==> src/wsg_consts.vh <==
// Constants for the external bus wait-state generator
`ifndef WSG_CONSTS_VH
`define WSG_CONSTS_VH

// ==========================================================
// Register addresses (memory-mapped register space)
`define WSG_ADDR_RANGE_CFG   16'h0028
`define WSG_ADDR_MULT_CTRL   16'h002B

// ==========================================================
// Range config field positions
`define WSG_SEL_BIT          15
`define WSG_IO_HI            14
`define WSG_IO_LO            12
`define WSG_DHI_HI           11
`define WSG_DHI_LO           9
`define WSG_DLO_HI           8
`define WSG_DLO_LO           6
`define WSG_PHI_HI           5
`define WSG_PHI_LO           3
`define WSG_PLO_HI           2
`define WSG_PLO_LO           0

// ==========================================================
// Reset values: every field seven, range select clear
`define WSG_RANGE_CFG_RST    16'h7FFF
`define WSG_DOUBLER_RST      1'h0
`define WSG_ZERO_FIELDS      15'h0000

// ==========================================================
// Address bits that split halves of data space and program pages
`define WSG_DATA_HALF_BIT    15
`define WSG_PROG_HALF_BIT    15

// ==========================================================
// Access space codes
`define WSG_SPACE_PROG       2'h0
`define WSG_SPACE_DATA       2'h1
`define WSG_SPACE_IO         2'h2

// ==========================================================
// Control register, idle read value and synchroniser reset
`define WSG_DOUBLER_BIT      0
`define WSG_CTRL_RSVD        15'h0000
`define WSG_RDATA_IDLE       16'h0000
`define WSG_READY_SYNC_RST   3'h7
`define WSG_READY_OK_RST     1'h1

// ==========================================================
// Wait counter end point and step
`define WSG_CNT_ZERO         4'h0
`define WSG_CNT_ONE          4'h1

`endif

==> src/wsg_wait_state_gen.v <==
// External bus wait-state generator with its two configuration registers
`timescale 1ns/10ps
`default_nettype none
`include "wsg_consts.vh"

module wsg_wait_state_gen #(
	// Range config layout
	parameter FIELD_W  = 3,
	parameter N_FIELDS = 5
) (
	// Clock and reset
	input  wire        clock,
	input  wire        rst_n,
	// Memory-mapped register port
	input  wire [15:0] mmr_addr,
	input  wire        mmr_wr,
	input  wire        mmr_rd,
	input  wire [15:0] mmr_wdata,
	output reg  [15:0] mmr_rdata,
	// External access sequencer
	input  wire        acc_start,
	input  wire [1:0]  acc_space,
	input  wire [19:0] acc_addr,
	output reg         acc_wait,
	output reg         acc_done,
	// External bus ready pin
	input  wire        ready_pin,
	// Power status
	output reg         clk_gated
);

	// ==========================================================
	// State encoding
	localparam [2:0] ST_IDLE  = 3'h1;
	localparam [2:0] ST_COUNT = 3'h2;
	localparam [2:0] ST_READY = 3'h4;

	// Counter is one bit wider than a field so a doubled count fits
	localparam [FIELD_W:0] CNT_ZERO = `WSG_CNT_ZERO;
	localparam [FIELD_W:0] CNT_ONE  = `WSG_CNT_ONE;

	reg  [15:0]         range_cfg_reg;
	reg                 wait_count_doubler_reg;
	reg  [2:0]          state_reg;
	reg  [FIELD_W:0]    count_reg;
	reg  [2:0]          ready_sync_reg;
	reg                 ready_ok_reg;
	reg  [FIELD_W-1:0]  base_sel;
	reg  [FIELD_W:0]    total_sel;
	wire                program_range_select;
	wire                all_zero;
	wire                count_en;
	wire                hit_range_cfg;
	wire                hit_mult_ctrl;
	wire [FIELD_W-1:0]  io_field;
	wire [FIELD_W-1:0]  data_hi_field;
	wire [FIELD_W-1:0]  data_lo_field;
	wire [FIELD_W-1:0]  prog_hi_field;
	wire [FIELD_W-1:0]  prog_lo_field;
	wire                data_upper_hit;
	wire                prog_upper_hit;
	wire [N_FIELDS-1:0] field_busy;

	// Address decode shared by the write and read paths
	assign hit_range_cfg = (mmr_addr == `WSG_ADDR_RANGE_CFG);
	assign hit_mult_ctrl = (mmr_addr == `WSG_ADDR_MULT_CTRL);

	// ==========================================================
	// Field extraction and access range decode
	assign program_range_select = range_cfg_reg[`WSG_SEL_BIT];
	assign io_field             = range_cfg_reg[`WSG_IO_HI:`WSG_IO_LO];
	assign data_hi_field        = range_cfg_reg[`WSG_DHI_HI:`WSG_DHI_LO];
	assign data_lo_field        = range_cfg_reg[`WSG_DLO_HI:`WSG_DLO_LO];
	assign prog_hi_field        = range_cfg_reg[`WSG_PHI_HI:`WSG_PHI_LO];
	assign prog_lo_field        = range_cfg_reg[`WSG_PLO_HI:`WSG_PLO_LO];
	assign data_upper_hit       = acc_addr[`WSG_DATA_HALF_BIT];
	// With range select set the upper program field drops out of the range decode
	assign prog_upper_hit       = !program_range_select && acc_addr[`WSG_PROG_HALF_BIT];

	// ==========================================================
	// Gating detect: the counter only advances while some range asks for waits
	genvar gi;
	generate
		for (gi = 0; gi < N_FIELDS; gi = gi + 1) begin : g_field
			assign field_busy[gi] = |range_cfg_reg[gi*FIELD_W +: FIELD_W];
		end
	endgenerate
	assign all_zero = ~|field_busy;
	assign count_en = ~all_zero;

	// ==========================================================
	// Register writes
	always @(posedge clock) begin
		if (!rst_n) begin
			range_cfg_reg          <= `WSG_RANGE_CFG_RST;
			wait_count_doubler_reg <= `WSG_DOUBLER_RST;
		end else if (mmr_wr) begin
			if (hit_range_cfg)
				range_cfg_reg <= mmr_wdata;
			// Only the doubler bit is stored; reserved bits have nowhere to land
			if (hit_mult_ctrl)
				wait_count_doubler_reg <= mmr_wdata[`WSG_DOUBLER_BIT];
		end
	end

	// ==========================================================
	// Register reads; unmapped addresses return zero
	always @(posedge clock) begin
		if (!rst_n)
			mmr_rdata <= `WSG_RDATA_IDLE;
		else if (mmr_rd && hit_range_cfg)
			mmr_rdata <= range_cfg_reg;
		else if (mmr_rd && hit_mult_ctrl)
			mmr_rdata <= {`WSG_CTRL_RSVD, wait_count_doubler_reg};
		// Idle bus reads zero so a missed strobe shows up as a clean mismatch
		else
			mmr_rdata <= `WSG_RDATA_IDLE;
	end

	// ==========================================================
	// Range select for the access being started
	always @* begin
		base_sel = prog_lo_field;
		case (acc_space)
			`WSG_SPACE_IO:
				base_sel = io_field;
			`WSG_SPACE_DATA:
				if (data_upper_hit)
					base_sel = data_hi_field;
				else
					base_sel = data_lo_field;
			// Unused space code 3 is served as program space
			default:
				if (prog_upper_hit)
					base_sel = prog_hi_field;
				else
					base_sel = prog_lo_field;
		endcase
		// Doubling is a shift, so at most 14 waits
		total_sel = wait_count_doubler_reg ? {base_sel, 1'h0} : {1'h0, base_sel};
	end

	// ==========================================================
	// Ready pin synchroniser: a change counts once stages two and three agree
	always @(posedge clock) begin
		if (!rst_n) begin
			// Start as ready so an idle pin cannot stretch the first access
			ready_sync_reg <= `WSG_READY_SYNC_RST;
			ready_ok_reg   <= `WSG_READY_OK_RST;
		end else begin
			ready_sync_reg <= {ready_sync_reg[1:0], ready_pin};
			if (ready_sync_reg[2] == ready_sync_reg[1])
				ready_ok_reg <= ready_sync_reg[1];
		end
	end

	// ==========================================================
	// Access sequencer: software waits first, then ready stretch
	always @(posedge clock) begin
		if (!rst_n) begin
			state_reg <= ST_IDLE;
			count_reg <= CNT_ZERO;
			acc_wait  <= 1'b0;
			acc_done  <= 1'b0;
			clk_gated <= 1'b0;
		end else begin
			acc_done  <= 1'b0;
			clk_gated <= all_zero;
			case (state_reg)
				ST_IDLE: begin
					if (acc_start) begin
						if (total_sel != CNT_ZERO && count_en) begin
							count_reg <= total_sel;
							acc_wait  <= 1'b1;
							state_reg <= ST_COUNT;
						end else begin
							// Nothing to count: go straight to the ready check
							acc_wait  <= 1'b1;
							state_reg <= ST_READY;
						end
					end
				end
				ST_COUNT: begin
					if (count_en)
						count_reg <= count_reg - CNT_ONE;
					// Clearing every field mid-access must not strand the counter
					if (count_reg == CNT_ONE || !count_en)
						state_reg <= ST_READY;
				end
				ST_READY: begin
					// Ready low keeps stretching past the programmed count
					if (ready_ok_reg) begin
						acc_wait  <= 1'b0;
						acc_done  <= 1'b1;
						state_reg <= ST_IDLE;
					end
				end
				default: begin
					state_reg <= ST_IDLE;
					acc_wait  <= 1'b0;
				end
			endcase
		end
	end

endmodule // wsg_wait_state_gen
`default_nettype wire

==> config.mk <==
export PLATFORM = sky130hd
export DESIGN_NAME = wsg_wait_state_gen
export DESIGN_NICKNAME = d
export VERILOG_FILES = /design/src/wsg_wait_state_gen.v
export VERILOG_INCLUDE_DIRS = /design/src
export SDC_FILE = /design/constraint.sdc
export NUM_CORES = 1
export LEC_CHECK = 0
export BUFFER_PORTS_ARGS = -buffer_cell sky130_fd_sc_hd__buf_2
export CAP_MARGIN = 15
export CORE_ASPECT_RATIO = 0.75
export CORE_MARGIN = 8
export CORE_UTILIZATION = 48
export CTS_BUF_LIST = sky130_fd_sc_hd__clkbuf_4 sky130_fd_sc_hd__clkbuf_8 sky130_fd_sc_hd__clkbuf_16
export CTS_CLUSTER_DIAMETER = 150
export DETAILED_ROUTE_END_ITERATION = 7
export GPL_ROUTABILITY_DRIVEN = 0
export PLACE_DENSITY_LB_ADDON = 0.12
export SLEW_MARGIN = 0
export SYNTH_ARGS = -nofsm -noshare
export SYNTH_HDL_FRONTEND = slang
export SYNTH_SLANG_ARGS = --single-unit
export TNS_END_PERCENT = 20
==> constraint.sdc <==
create_clock -name clock -period 2.1 [get_ports clock]
set_clock_uncertainty 0.05 [all_clocks]
set_input_delay 0.42 -clock clock [delete_from_list [all_inputs] [get_ports clock]]
set_output_delay 0.42 -clock clock [all_outputs]
set_load 0.02 [all_outputs]
== Yosys cells after proc, flatten, opt, wreduce, memory -nomap -nowiden ==
Index checks and enable logic that the tools add are counted.

* Bits of input ports: 60
* Output and inout port bits: 19
* Register bits after elaboration: 47

* Equality and inequality tests: 14
* Mux-type cells: 19
* $add $sub $neg: 1
* Reductions and logical operators: 16
* Bitwise logic cells: 1

{| class="wikitable"
|+ Operator list
! operator !! number
|-
| 16-bit by 6-bit == test with 1-bit output (second input constant) || 2
|-
| 3-bit two-way mux || 6
|-
| 16-bit two-way mux || 1
|-
| 4-bit two-way mux || 4
|-
| 15-bit OR reduction || 1
|-
| 2-bit != test (second input constant) || 5
|-
| 3-bit case mux with 3 select lines || 1
|-
| 4-bit case mux with 2 select lines || 1
|-
| 3-bit case mux with 2 select lines || 1
|-
| 2-bit AND reduction || 3
|-
| 3-bit AND reduction || 2
|-
| 4-bit by 1-bit == test with 1-bit output (second input constant) || 1
|-
| 1-bit logical AND || 4
|-
| 1-bit two-way mux || 4
|-
| 4-bit AND reduction || 1
|-
| 4-bit nonzero test || 1
|-
| 4-bit by 1-bit subtractor with 4-bit output (second input constant) || 1
|-
| 3-bit by 1-bit == test with 1-bit output (second input constant) || 1
|-
| 3-bit by 2-bit == test with 1-bit output (second input constant) || 1
|-
| 3-bit == test (second input constant) || 1
|-
| 1-bit case mux with 3 select lines || 1
|-
| 2-bit by 1-bit == test with 1-bit output (second input constant) || 1
|-
| 2-bit == test (second input constant) || 1
|-
| 1-bit logical NOT || 2
|-
| 4 further kinds || 4
|}

== Longest topological paths before layout ==
Gate-level depths: netlist (run 1).

* Depth in word-level cells: 10
* Depth in mapped cells: 8
* Depth with buffers taken out: 7

== Worst setup path before layout (run 1) ==
Ideal clock, no wire load.

* Kind: input port to flip-flop
* Start: input mmr_addr[6]
* End: register range_cfg_reg[0]
* Stages on the path: 8
* Arrival time: 1758 ps
* Setup time: 137 ps
* Setup slack: 155 ps
* Required time: 1913 ps
* Cells stage by stage: or4_1 nor2_1 nand4_1 nand2b_1 clkbuf_1 buf_2 nand2_1 nand3_1

* Longest elaborated chain between the ends: 2

{| class="wikitable"
|+ RTL lines
! what !! line !! text
|-
| from (decl) || wsg_wait_state_gen.v:15 || <nowiki>input wire [15:0] mmr_addr,</nowiki>
|-
| 16-bit by 6-bit == test with 1-bit output (no source line) || - ||
|-
| 2-bit AND reduction (no source line) || - ||
|-
| to (signal assigned) || wsg_wait_state_gen.v:95 || <nowiki>range_cfg_reg <= `WSG_RANGE_CFG_RST;</nowiki>
|-
| to (signal assigned) || wsg_wait_state_gen.v:99 || <nowiki>range_cfg_reg <= mmr_wdata;</nowiki>
|-
| to (decl) || wsg_wait_state_gen.v:42 || <nowiki>reg [15:0] range_cfg_reg;</nowiki>
|}

No other way between the ends.
A chain may end at the register's enable or synchronous reset.

== Worst setup path in the final report (run 1) ==
* Start: register state_reg[0]
* End: register count_reg[2]

* Longest elaborated chain between the ends: 3

{| class="wikitable"
|+ RTL lines
! what !! line !! text
|-
| from (decl) || wsg_wait_state_gen.v:44 || <nowiki>reg [2:0] state_reg;</nowiki>
|-
| from (signal assigned) || wsg_wait_state_gen.v:161 || <nowiki>state_reg <= ST_IDLE;</nowiki>
|-
| from (signal assigned) || wsg_wait_state_gen.v:175 || <nowiki>state_reg <= ST_COUNT;</nowiki>
|-
| from (signal assigned) || wsg_wait_state_gen.v:179 || <nowiki>state_reg <= ST_READY;</nowiki>
|-
| 3-bit by 1-bit == test with 1-bit output / 3-bit by 2-bit == test with 1-bit output (equally long branches) || wsg_wait_state_gen.v:169 || <nowiki>case (state_reg)</nowiki>
|-
| 2-bit != test (no source line) / 2-bit nonzero test (equally long branches) || - ||
|-
| 4-bit AND reduction (no source line) || - ||
|-
| to (signal assigned) || wsg_wait_state_gen.v:173 || <nowiki>count_reg <= total_sel;</nowiki>
|-
| to (signal assigned) || wsg_wait_state_gen.v:185 || <nowiki>count_reg <= count_reg - CNT_ONE;</nowiki>
|-
| to (decl) || wsg_wait_state_gen.v:45 || <nowiki>reg [FIELD_W:0] count_reg;</nowiki>
|}

Parallel ways exist; a longest one is shown, timed or not.

==> Flow_metrics.wiki, run 1 <==
{| class="wikitable"
! Metric !! Value
|-
| Post-Syn Area || just over 2000 um^2
|-
| Worst hold-check path type || in2reg
|-
| Global-route total usage across every layer || ~14%
|-
| Cts hold-fix bufs || 0
|-
| Sequence of cells on the critical path || or3b_1 > nor2_1 > a21oi_1 > a41o_1 > o32ai_1
|-
| Global-route wire length before repair || ~7800 um
|-
| Clk pin slew, worst setup/hold paths || approximately 0.08 ns
|-
| Final hold vios || 0
|-
| Highest net fanout along the worst path || 9
|-
| Iteration-0 DRC count of the detailed router || 65
|-
| Count of endpoints failing setup in the final report || 0
|-
| Number of synthesis warnings || 0
|-
| Worst Max-Slew Pin Slew || between 0.3 and 0.4 ns
|-
| Routed via count || around 1800
|-
| Worst EP arrival || slightly above 2 ns
|-
| Buffer count from post-CTS setup fixing || 0
|-
| Number of buffer and inverter stages on the critical path || 0
|-
| Vias per std cell || a little over 5
|-
| Clock tree root buffer cell || clkbuf_8
|-
| Crit path time final || about 1.9 ns
|-
| Total overflow reported by the global router || 0
|-
| Largest family of logic cells by synthesized area || simple AND/OR/NAND/NOR gates
|-
| Effective utilization at floorplan || between 50% and 60%
|-
| Most area-hungry cell type in the Yosys netlist || dfxtp_1
|-
| Type of element launching the critical path || register
|-
| Worst slew margin || just under 80%
|-
| Simple-gate area share of the yosys netlist || 30.6%
|-
| P&R area growth vs syn || 24.4%
|-
| Routed Wire Length || around 4600 um
|-
| Post-synthesis cell type count || 45
|-
| Number of max-slew violations in the final report || 0
|-
| Pre-Repair DR Iteration Count || 4
|-
| Post-placement setup slack || -0.0341 ns
|-
| Post_cts resized || 0
|-
| Library cell contributing the largest single delay on the critical path || or3b_1
|-
| Die Area || approximately 6600 um^2
|-
| Vias in the first global route || ~1700
|-
| Portion of synthesized cell area occupied by the leading cell type || 46.3%
|-
| IO Port Bufs || 59
|-
| Setup ws final || 0.223 ns
|-
| Nets in the synthesized netlist || 296
|-
| Outcome || finished, final reports clean
|-
| WS Path Type || reg2reg
|-
| Initial antenna violation count || 0
|-
| Filler Cell Count || 399
|-
| Core Region || ~4000 um^2
|-
| Largest stage delay on the critical path || around 0.48 ns
|-
| Dpl cell area || about 2400 um^2
|-
| Ys flop type || dfxtp_1
|-
| Dominant cell by count in the synthesized netlist || dfxtp_1
|-
| Net count reported at finish || 360
|-
| Async set-or-reset flop fraction in the synthesized netlist || 0%
|-
| Part of the Yosys area used for sequential elements || 46.3%
|-
| # diodes || 0
|-
| Number of buffers created by CTS || 5
|-
| Post-synthesis share of cell area spent on full adders, half adders and majority gates || under 10%
|-
| CTS tree || built
|-
| Share of cells above drive strength 1 || about 28%
|-
| Overall Power || between 1.5 and 2 mW
|-
| Flop and latch count out of synthesis || 47
|-
| Top Ports || just under 80
|-
| Main area contributors after synthesis || dfxtp_1 46%, nand2_1 7.6%, and2_1 4.6%, mux2i_1 4.4%, nand3_1 4.4%
|-
| Highest attainable clock frequency || between 500 and 600 MHz
|-
| Setup repair after global routing missed its margin || false
|-
| Standard-cell row count || 20
|-
| # clock sinks || 47
|-
| Die width || a little over 90 um
|-
| Total DRC errors in the routed layout || 0
|-
| Dominant delay contributor by cell family on the critical path || simple AND/OR/NAND/NOR gates
|-
| Worst hold margin || roughly 0.26 ns
|-
| Post-synthesis compound-gate area fraction || 10.3%
|-
| Number of H-tree levels || 2
|-
| Post-detailed-route count of antenna-violating nets || 0
|-
| Endpoint class of the critical path || register
|-
| Estimated wirelength of the detail-placed design || 3620 um
|-
| Routed WL per cell || about 13 um
|-
| Multiplexer share of the synthesized area || just over 6%
|-
| Largest net degree at the start of global routing || 17
|-
| Worst-Skew Late Latency || 0.29 ns
|-
| Clock Tree Buf Depth || 2
|-
| Maximum resistive drop on vdd || between 0.0003 and 0.0004 V
|-
| Total power density per cell area || between 700 and 800 nW/um^2
|-
| CP Data Required Time || 2.24 ns
|-
| Number of enable flip-flop cells after synthesis || 0
|-
| Final worst-path cycle share || 89.4%
|-
| # Max-Cap Violations || 0
|-
| Die H || 72.3 um
|-
| Mean post-synth cell area || a little under 9 um^2
|-
| Syn Inst Count || 232
|-
| Post-synthesis xor/xnor area fraction || less than 1%
|-
| Leakage power summed over all cells || between 1 and 1.5 nW
|-
| Most frequent cells after synthesis || 47 x dfxtp_1, 41 x nand2_1, 18 x nand3_1
|-
| Final design area excluding fillers || between 2000 and 3000 um^2
|}
[worst register-to-register path, delay by kind of cell, from the launching register on]
family	cells	cell delay (ns)
flops	1	0.46
compound gates	3	0.63
simple gates	2	0.64
[where the power goes]
part | total, mW | internal, mW | switching, mW
registers | 0.954 | 0.921 | 0.0335
clock network | 0.564 | 0.283 | 0.281
logic | 0.274 | 0.130 | 0.144
total | 1.79 | 1.33 | 0.459
[path summary, 6_finish.rpt]
check / from / end / slack [ns] / cells past startpoint
max: state_reg[0] / count_reg[2] / 0.22 / 5
min: ready_pin / ready_sync_reg[0] / 0.26 / 2
max reg2reg: state_reg[0] / count_reg[2] / 0.22 / 5
min reg2reg: ready_sync_reg[0] / ready_sync_reg[1] / 0.36 / 1
[metal layers]
| metal | track usage [%] | wire, um | share of wire (%) | vias to the layer above |
|---|---|---|---|---|
| met3 | 5.05 | 307 | 6.7 | 2 |
| met2 | 21.0 | 1910 | 42 | 57 |
| met4 | 3.25 | 17 | 0.37 | 0 |
| li1 | - | - | - | 933 |
| met5 | 0 | 0 | 0 | - |
| met1 | 18.8 | 2360 | 51 | 825 |
[cells by family after synthesis]
group	count (synthesis)
adder cells (fa/ha/maj)	4
multiplexers	12
flip-flops	47
XOR/XNOR	1
AND/OR/NAND/NOR	118
buffers and inverters	17
AO/OA/AOI/OAI	33
[stage by stage]
step / std cells / setup TNS, ns / util, %
after floorplan: 232 / 0 / -
after global placement: 344 / -0.0165 / 59.9
after detailed placement: 344 / -0.370 / 59.9
after CTS: 352 / 0 / 62.4
after global routing: 352 / 0 / 62.4
final: 352 / 0 / 62.4
[area by class of cell]
cell class	count	area, um^2	area share, %
well taps	55	68.8	2.72
multi-input cells	168	1010	40.1
inverters	7	26.3	1.04
flip-flops and latches	47	941	37.2
clock buffers	7	90.1	3.56
clock inverters	1	8.76	0.346
repair buffers	67	380	15.0
[cell usage in the layout (no fill, tap or decap), drive strengths merged, types with 4 or more instances in the layout]
cell | netlist | layout
inv | 7 | 7
dfxtp | 47 | 47
nor3 | 4 | 4
mux2i | 9 | 9
o21ai | 7 | 7
and2 | 15 | 15
nand3 | 19 | 19
nand2 | 41 | 41
nand2b | 5 | 5
a21oi | 10 | 10
clkbuf | 7 | 7
ha | 4 | 4
nor2 | 14 | 14
buf | 3 | 67
No activity file was read; power rests on OpenSTA's default activity.
==> run 2, diff against run 1 <==
RECOVER_POWER = 25   (was not set)
==> run 2 against run 1 <==
Against the previous run:
- worst hold slack about the same
- final cell count unchanged
- count of clock-buffer cells in the layout unchanged
- final area decreased by 0.59%
- first-iteration DRC count increased by 49%
- maximum frequency decreased by 0.23%
- non-clock buffer count unchanged
- sequential share of layout area increased by 0.22 points
- flip-flop and latch count unchanged
==> Flow_metrics.wiki, run 2 (synthesis gave the netlist of run 1 again) <==
{| class="wikitable"
! Metric !! Value
|-
| Outcome || finished, final reports clean (unchanged)
|-
| Clock Tree Buf Depth || 2 (unchanged)
|-
| # diodes || 0 (unchanged)
|-
| Post-detailed-route count of antenna-violating nets || 0 (unchanged)
|-
| Top Ports || 79 (unchanged)
|-
| Buffer count from post-CTS setup fixing || 0 (unchanged)
|-
| Standard-cell row count || 20 (unchanged)
|-
| Maximum resistive drop on vdd || 0.000346 V (was 0.000345 V)
|-
| Count of endpoints failing setup in the final report || 0 (unchanged)
|-
| Die H || 72.3 um (unchanged)
|-
| Worst hold-check path type || in2reg (unchanged)
|-
| Total DRC errors in the routed layout || 0 (unchanged)
|-
| Highest attainable clock frequency || 532 MHz (was 533 MHz)
|-
| Dpl cell area || 2430 um^2 (unchanged)
|-
| Estimated wirelength of the detail-placed design || 3620 um (unchanged)
|-
| Global-route wire length before repair || 7760 um (unchanged)
|-
| Total overflow reported by the global router || 0 (unchanged)
|-
| Die Area || 6590 um^2 (unchanged)
|-
| Sequence of cells on the critical path || or3b_1 > nor2_1 > a21oi_1 > a41o_1 > o32ai_1 (unchanged)
|-
| Core occupancy in the finished layout || 62.0% (was 62.4%)
|-
| Worst slew margin || 50.7% (was 77.5%)
|-
| Total power density per cell area || 714 nW/um^2 (was 709 nW/um^2)
|-
| Iteration-0 DRC count of the detailed router || 97 (was 65)
|-
| Final design area excluding fillers || 2510 um^2 (was 2530 um^2)
|-
| Clk pin slew, worst setup/hold paths || 0.08 ns (about the same)
|-
| CTS tree || built (unchanged)
|-
| Die width || 91.1 um (unchanged)
|-
| Highest net fanout along the worst path || 9 (unchanged)
|-
| Largest net degree at the start of global routing || 17 (unchanged)
|-
| Net count reported at finish || 360 (unchanged)
|-
| IO Port Bufs || 59 (unchanged)
|-
| Worst Max-Slew Pin Slew || 0.739 ns (was 0.334 ns)
|-
| # clock sinks || 47 (unchanged)
|-
| Largest stage delay on the critical path || 0.48 ns (about the same)
|-
| Final hold vios || 0 (unchanged)
|-
| Dominant delay contributor by cell family on the critical path || simple AND/OR/NAND/NOR gates (unchanged)
|-
| Number of buffer and inverter stages on the critical path || 0 (unchanged)
|-
| Pre-Repair DR Iteration Count || 4 (unchanged)
|-
| # Max-Cap Violations || 0 (unchanged)
|-
| Number of buffers created by CTS || 5 (unchanged)
|-
| Final worst-path cycle share || 89.6% (was 89.4%)
|-
| Number of H-tree levels || 2 (unchanged)
|-
| Crit path time final || 1.88 ns (about the same)
|-
| Overall Power || 1.79 mW (about the same)
|-
| Library cell contributing the largest single delay on the critical path || or3b_1 (unchanged)
|-
| Routed Wire Length || 4640 um (was 4590 um)
|-
| P&R area growth vs syn || 23.7% (was 24.4%)
|-
| Leakage power summed over all cells || 1.14 nW (was 1.19 nW)
|-
| Worst-Skew Late Latency || 0.29 ns (about the same)
|-
| Cts hold-fix bufs || 0 (unchanged)
|-
| Post_cts resized || 0 (unchanged)
|-
| Post-placement setup slack || -0.0341 ns (unchanged)
|-
| Core Region || 4050 um^2 (unchanged)
|-
| Number of max-slew violations in the final report || 0 (unchanged)
|-
| Initial antenna violation count || 0 (unchanged)
|-
| CP Data Required Time || 2.24 ns (about the same)
|-
| Endpoint class of the critical path || register (unchanged)
|-
| WS Path Type || reg2reg (unchanged)
|-
| Setup repair after global routing missed its margin || false (unchanged)
|-
| Worst EP arrival || 2.02 ns (about the same)
|-
| Type of element launching the critical path || register (unchanged)
|-
| Vias per std cell || 5.09 (was 5.16)
|-
| Worst hold margin || 0.265 ns (about the same)
|-
| Most frequent cells in the layout || 47 x dfxtp_1, 47 x buf_2, 41 x nand2_1 (was 59 x buf_2, 47 x dfxtp_1, 41 x nand2_1)
|-
| Share of cells above drive strength 1 || 23.9% (was 27.9%)
|-
| Effective utilization at floorplan || 50.1% (unchanged)
|-
| Routed via count || 1790 (was 1817)
|-
| Routed WL per cell || 13.2 um (was 13.0 um)
|-
| Setup ws final || 0.219 ns (was 0.223 ns)
|-
| Vias in the first global route || 1736 (unchanged)
|-
| Global-route total usage across every layer || 14.1% (unchanged)
|-
| Clock tree root buffer cell || clkbuf_8 (unchanged)
|}
## run 2: cell count changes in the layout (fill, tap and decap cells not counted), sizes merged
cell    previous run  this run
buf               67        55
clkbuf             7        19
## run 2: area by class of cell
cell class / instances / area, um^2
clock inverter: 1 / 8.76
inverter: 7 / 26.3
multi-input combinational: 168 / 1010
fill: 406 / 1540
clock buffer: 7 / 90.1
timing repair buffer: 67 / 365
tap: 55 / 68.8
sequential: 47 / 941
## run 2: metrics by stage
stage / setup TNS (ns) / instances
global route: 0 / 352
finish: 0 / 352
floorplan: 0 / 232
CTS: 0 / 352
global placement: -0.0165 / 344
detailed placement: -0.370 / 344
## run 2: where the power goes
group          internal, mW  total, mW  switching (mW)  leakage [nW]
Clock                 0.283      0.565           0.283        0.0519
Sequential            0.921      0.954          0.0335         0.381
Combinational         0.130      0.275           0.145         0.704
Total                  1.33       1.79           0.461          1.14
## run 2: path summary, 6_finish.rpt
check / start / endpoint / slack (ns) / cells after the start
max reg2reg: state_reg[0] / count_reg[2] / 0.22 / 5
max: state_reg[0] / count_reg[2] / 0.22 / 5
min reg2reg: ready_sync_reg[0] / ready_sync_reg[1] / 0.36 / 1
min: ready_pin / ready_sync_reg[0] / 0.26 / 2
## run 2: worst reg2reg max path, delay by kind of cell, from the launching register on
family / cells / cell delay, ns
compound gates: 3 / 0.63
flops: 1 / 0.47
simple gates: 2 / 0.64
## run 2: per-layer routing
layer	up-vias	global-route usage, %	part of all wire [%]
li1	933	-	-
met1	797	18.8	52
met2	58	21.0	41
met3	2	5.05	6.7
met4	0	3.25	0.37
met5	-	0	0
==> run 3, diff against run 2 <==
CTS_BUF_LIST = not set   (was sky130_fd_sc_hd__clkbuf_4 sky130_fd_sc_hd__clkbuf_8 sky130_fd_sc_hd__clkbuf_16)
==> run 3 against run 2 <==
Against the previous run:
- critical path depth stayed put
- final area is 0.15% lower
- global-route usage stayed put
- first-iteration DRC count is 1.0% lower
- die area stayed put
- non-clock buffer count stayed put
- routed wire length is 0.41% higher
- setup slack worse by 0.0010 ns
==> Flow_metrics.wiki, run 3 (synthesis gave the netlist of run 1 again) <==
{| class="wikitable"
! Metric !! Value
|-
| Portion of total power attributed to the clock network || 31.0% (was 31.5%)
|-
| CTS tree || built (unchanged)
|-
| Initial antenna violation count || 0 (unchanged)
|-
| Global-route total usage across every layer || 14.1% (unchanged)
|-
| P_sw || 0.461 mW (about the same)
|-
| # diodes || 0 (unchanged)
|-
| Die Area || 6590 um^2 (unchanged)
|-
| Clock Tree Buf Depth || 2 (unchanged)
|-
| Part of the power in combinational logic || 15.4% (was 15.3%)
|-
| Total power density per cell area || 710 nW/um^2 (was 714 nW/um^2)
|-
| Estimated wirelength of the detail-placed design || 3620 um (unchanged)
|-
| Core Region || 4050 um^2 (unchanged)
|-
| Endpoint class of the critical path || register (unchanged)
|-
| Highest attainable clock frequency || 531 MHz (was 532 MHz)
|-
| Standard-cell row count || 20 (unchanged)
|-
| Worst min-delay path endpoint || ready_sync_reg[0] (unchanged)
|-
| Worst hold margin || 0.265 ns (about the same)
|-
| # clock sinks || 47 (unchanged)
|-
| Final hold vios || 0 (unchanged)
|-
| Total overflow reported by the global router || 0 (unchanged)
|-
| P&R area growth vs syn || 23.5% (was 23.7%)
|-
| Vias per std cell || 5.15 (was 5.09)
|-
| Cts hold-fix bufs || 0 (unchanged)
|-
| Dominant delay contributor by cell family on the critical path || simple AND/OR/NAND/NOR gates (unchanged)
|-
| Clk pin slew, worst setup/hold paths || 0.08 ns (about the same)
|-
| Routed via count || 1813 (was 1790)
|-
| Dpl cell area || 2430 um^2 (unchanged)
|-
| Crit path time final || 1.88 ns (about the same)
|-
| Vias in the first global route || 1736 (unchanged)
|-
| Type of element launching the critical path || register (unchanged)
|-
| Internal || 1.32 mW (was 1.33 mW)
|-
| Routed WL per cell || 13.2 um (about the same)
|-
| Worst hold-check path type || in2reg (unchanged)
|-
| Setup slack on the worst flop-to-flop path || 0.22 ns (about the same)
|-
| Sequence of cells on the critical path || or3b_1 > nor2_1 > a21oi_1 > a41o_1 > o32ai_1 (unchanged)
|-
| Largest stage delay on the critical path || 0.48 ns (about the same)
|-
| Largest net degree at the start of global routing || 17 (unchanged)
|-
| Worst EP arrival || 2.02 ns (about the same)
|-
| Share of cells above drive strength 1 || 23.6% (was 23.9%)
|-
| Clock tree root buffer cell || clkbuf_8 (unchanged)
|-
| Worst Max-Slew Pin Slew || 0.754 ns (was 0.739 ns)
|-
| Final design area excluding fillers || 2510 um^2 (about the same)
|-
| Leakage power summed over all cells || 1.13 nW (was 1.14 nW)
|-
| Maximum resistive drop on vdd || 0.000346 V (about the same)
|-
| Non-Filler Instances || 352 (unchanged)
|-
| Die H || 72.3 um (unchanged)
|-
| Number of buffers created by CTS || 5 (unchanged)
|-
| Share of power burned in registers || 53.6% (was 53.2%)
|-
| Core occupancy in the finished layout || 61.9% (was 62.0%)
|-
| WS Path Type || reg2reg (unchanged)
|-
| Final worst-path cycle share || 89.6% (about the same)
|-
| Worst hold path depth || 2 (unchanged)
|-
| Top Ports || 79 (unchanged)
|-
| Setup ws final || 0.218 ns (was 0.219 ns)
|-
| Buffer count from post-CTS setup fixing || 0 (unchanged)
|-
| Number of max-slew violations in the final report || 0 (unchanged)
|-
| # Max-Cap Violations || 0 (unchanged)
|-
| Number of H-tree levels || 2 (unchanged)
|-
| Worst slew margin || 49.7% (was 50.7%)
|-
| Routed Wire Length || 4660 um (was 4640 um)
|-
| Overall Power || 1.78 mW (was 1.79 mW)
|-
| Iteration-0 DRC count of the detailed router || 96 (was 97)
|-
| Start point of the worst min-delay path || ready_pin (unchanged)
|-
| Instance count after placement with tap cells included || 344 (unchanged)
|-
| Outcome || finished, final reports clean (unchanged)
|-
| Effective utilization at floorplan || 50.1% (unchanged)
|-
| Setup Total Neg Slack || 0 ns (unchanged)
|-
| Setup repair after global routing missed its margin || false (unchanged)
|-
| Post-placement setup slack || -0.0341 ns (unchanged)
|-
| Worst reg2reg path depth || 5 (unchanged)
|-
| Highest net fanout along the worst path || 9 (unchanged)
|-
| Die width || 91.1 um (unchanged)
|-
| Fraction of power spent switching nets || 25.9% (was 25.7%)
|-
| Library cell contributing the largest single delay on the critical path || or3b_1 (unchanged)
|-
| Worst-Skew Late Latency || 0.29 ns (about the same)
|-
| Endpoint of the worst register-to-register path || count_reg[2] (unchanged)
|-
| IO Port Bufs || 59 (unchanged)
|-
| Post-detailed-route count of antenna-violating nets || 0 (unchanged)
|-
| CP Data Required Time || 2.24 ns (about the same)
|-
| Start of the worst register-to-register path || state_reg[0] (unchanged)
|-
| Count of endpoints failing setup in the final report || 0 (unchanged)
|-
| Global-route wire length before repair || 7760 um (unchanged)
|-
| Pre-Repair DR Iteration Count || 4 (unchanged)
|-
| Total DRC errors in the routed layout || 0 (unchanged)
|-
| Most frequent cells in the layout || 47 x dfxtp_1, 47 x buf_2, 41 x nand2_1 (unchanged)
|-
| Number of buffer and inverter stages on the critical path || 0 (unchanged)
|-
| Post_cts resized || 0 (unchanged)
|-
| Net count reported at finish || 360 (unchanged)
|}
==> run 3: cell counts in the layout (fill, tap and decap cells not counted) <==
Identical to the previous run, type by type.
==> run 3: worst max path at each step <==
stage                            start               end  slack (ns)  cells past startpoint
after floorplan            mmr_addr[6]  range_cfg_reg[0]        0.15                      8
after global placement     mmr_addr[6]      mmr_rdata[1]      -0.008                      8
after detailed placement   mmr_addr[6]     mmr_rdata[15]       -0.03                      8
after CTS                 state_reg[0]      count_reg[2]        0.21                      5
after global routing      state_reg[0]      count_reg[2]        0.08                      5
final                     state_reg[0]      count_reg[2]        0.22                      5
==> run 3: power by group through the flow <==
stage	clock, mW	sequential [mW]	combinational [mW]
2_1_floorplan	0	0.968	0.186
3_3_place_gp	0	0.974	0.268
3_5_place_dp	0	0.976	0.273
4_1_cts	0.571	0.955	0.275
5_1_grt	0.604	0.962	0.310
6_report	0.552	0.955	0.274
==> run 3: layout make-up <==
| cell class | instances | area, um^2 |
|---|---|---|
| Timing Repair Buffer | 67 | 365 |
| Multi-Input combinational cell | 168 | 1010 |
| Sequential cell | 47 | 941 |
| Clock inverter | 1 | 8.76 |
| Fill cell | 407 | 1540 |
| Tap cell | 55 | 68.8 |
| Clock buffer | 7 | 86.3 |
| Inverter | 7 | 26.3 |
==> run 3: worst reg2reg max path: stages, from the launching register on <==
cell,delay [ns]
dfxtp_1,0.47
or3b_1,0.48
nor2_1,0.16
a21oi_1,0.07
a41o_1,0.28
o32ai_1,0.28
==> run 3: routing by layer <==
metal | track usage, % | up-vias | share of wire [%]
met1 | 18.8 | 816 | 52
met3 | 5.05 | 2 | 6.5
li1 | - | 934 | -
met4 | 3.25 | 0 | 0.37
met5 | 0 | - | 0
met2 | 21.0 | 61 | 41
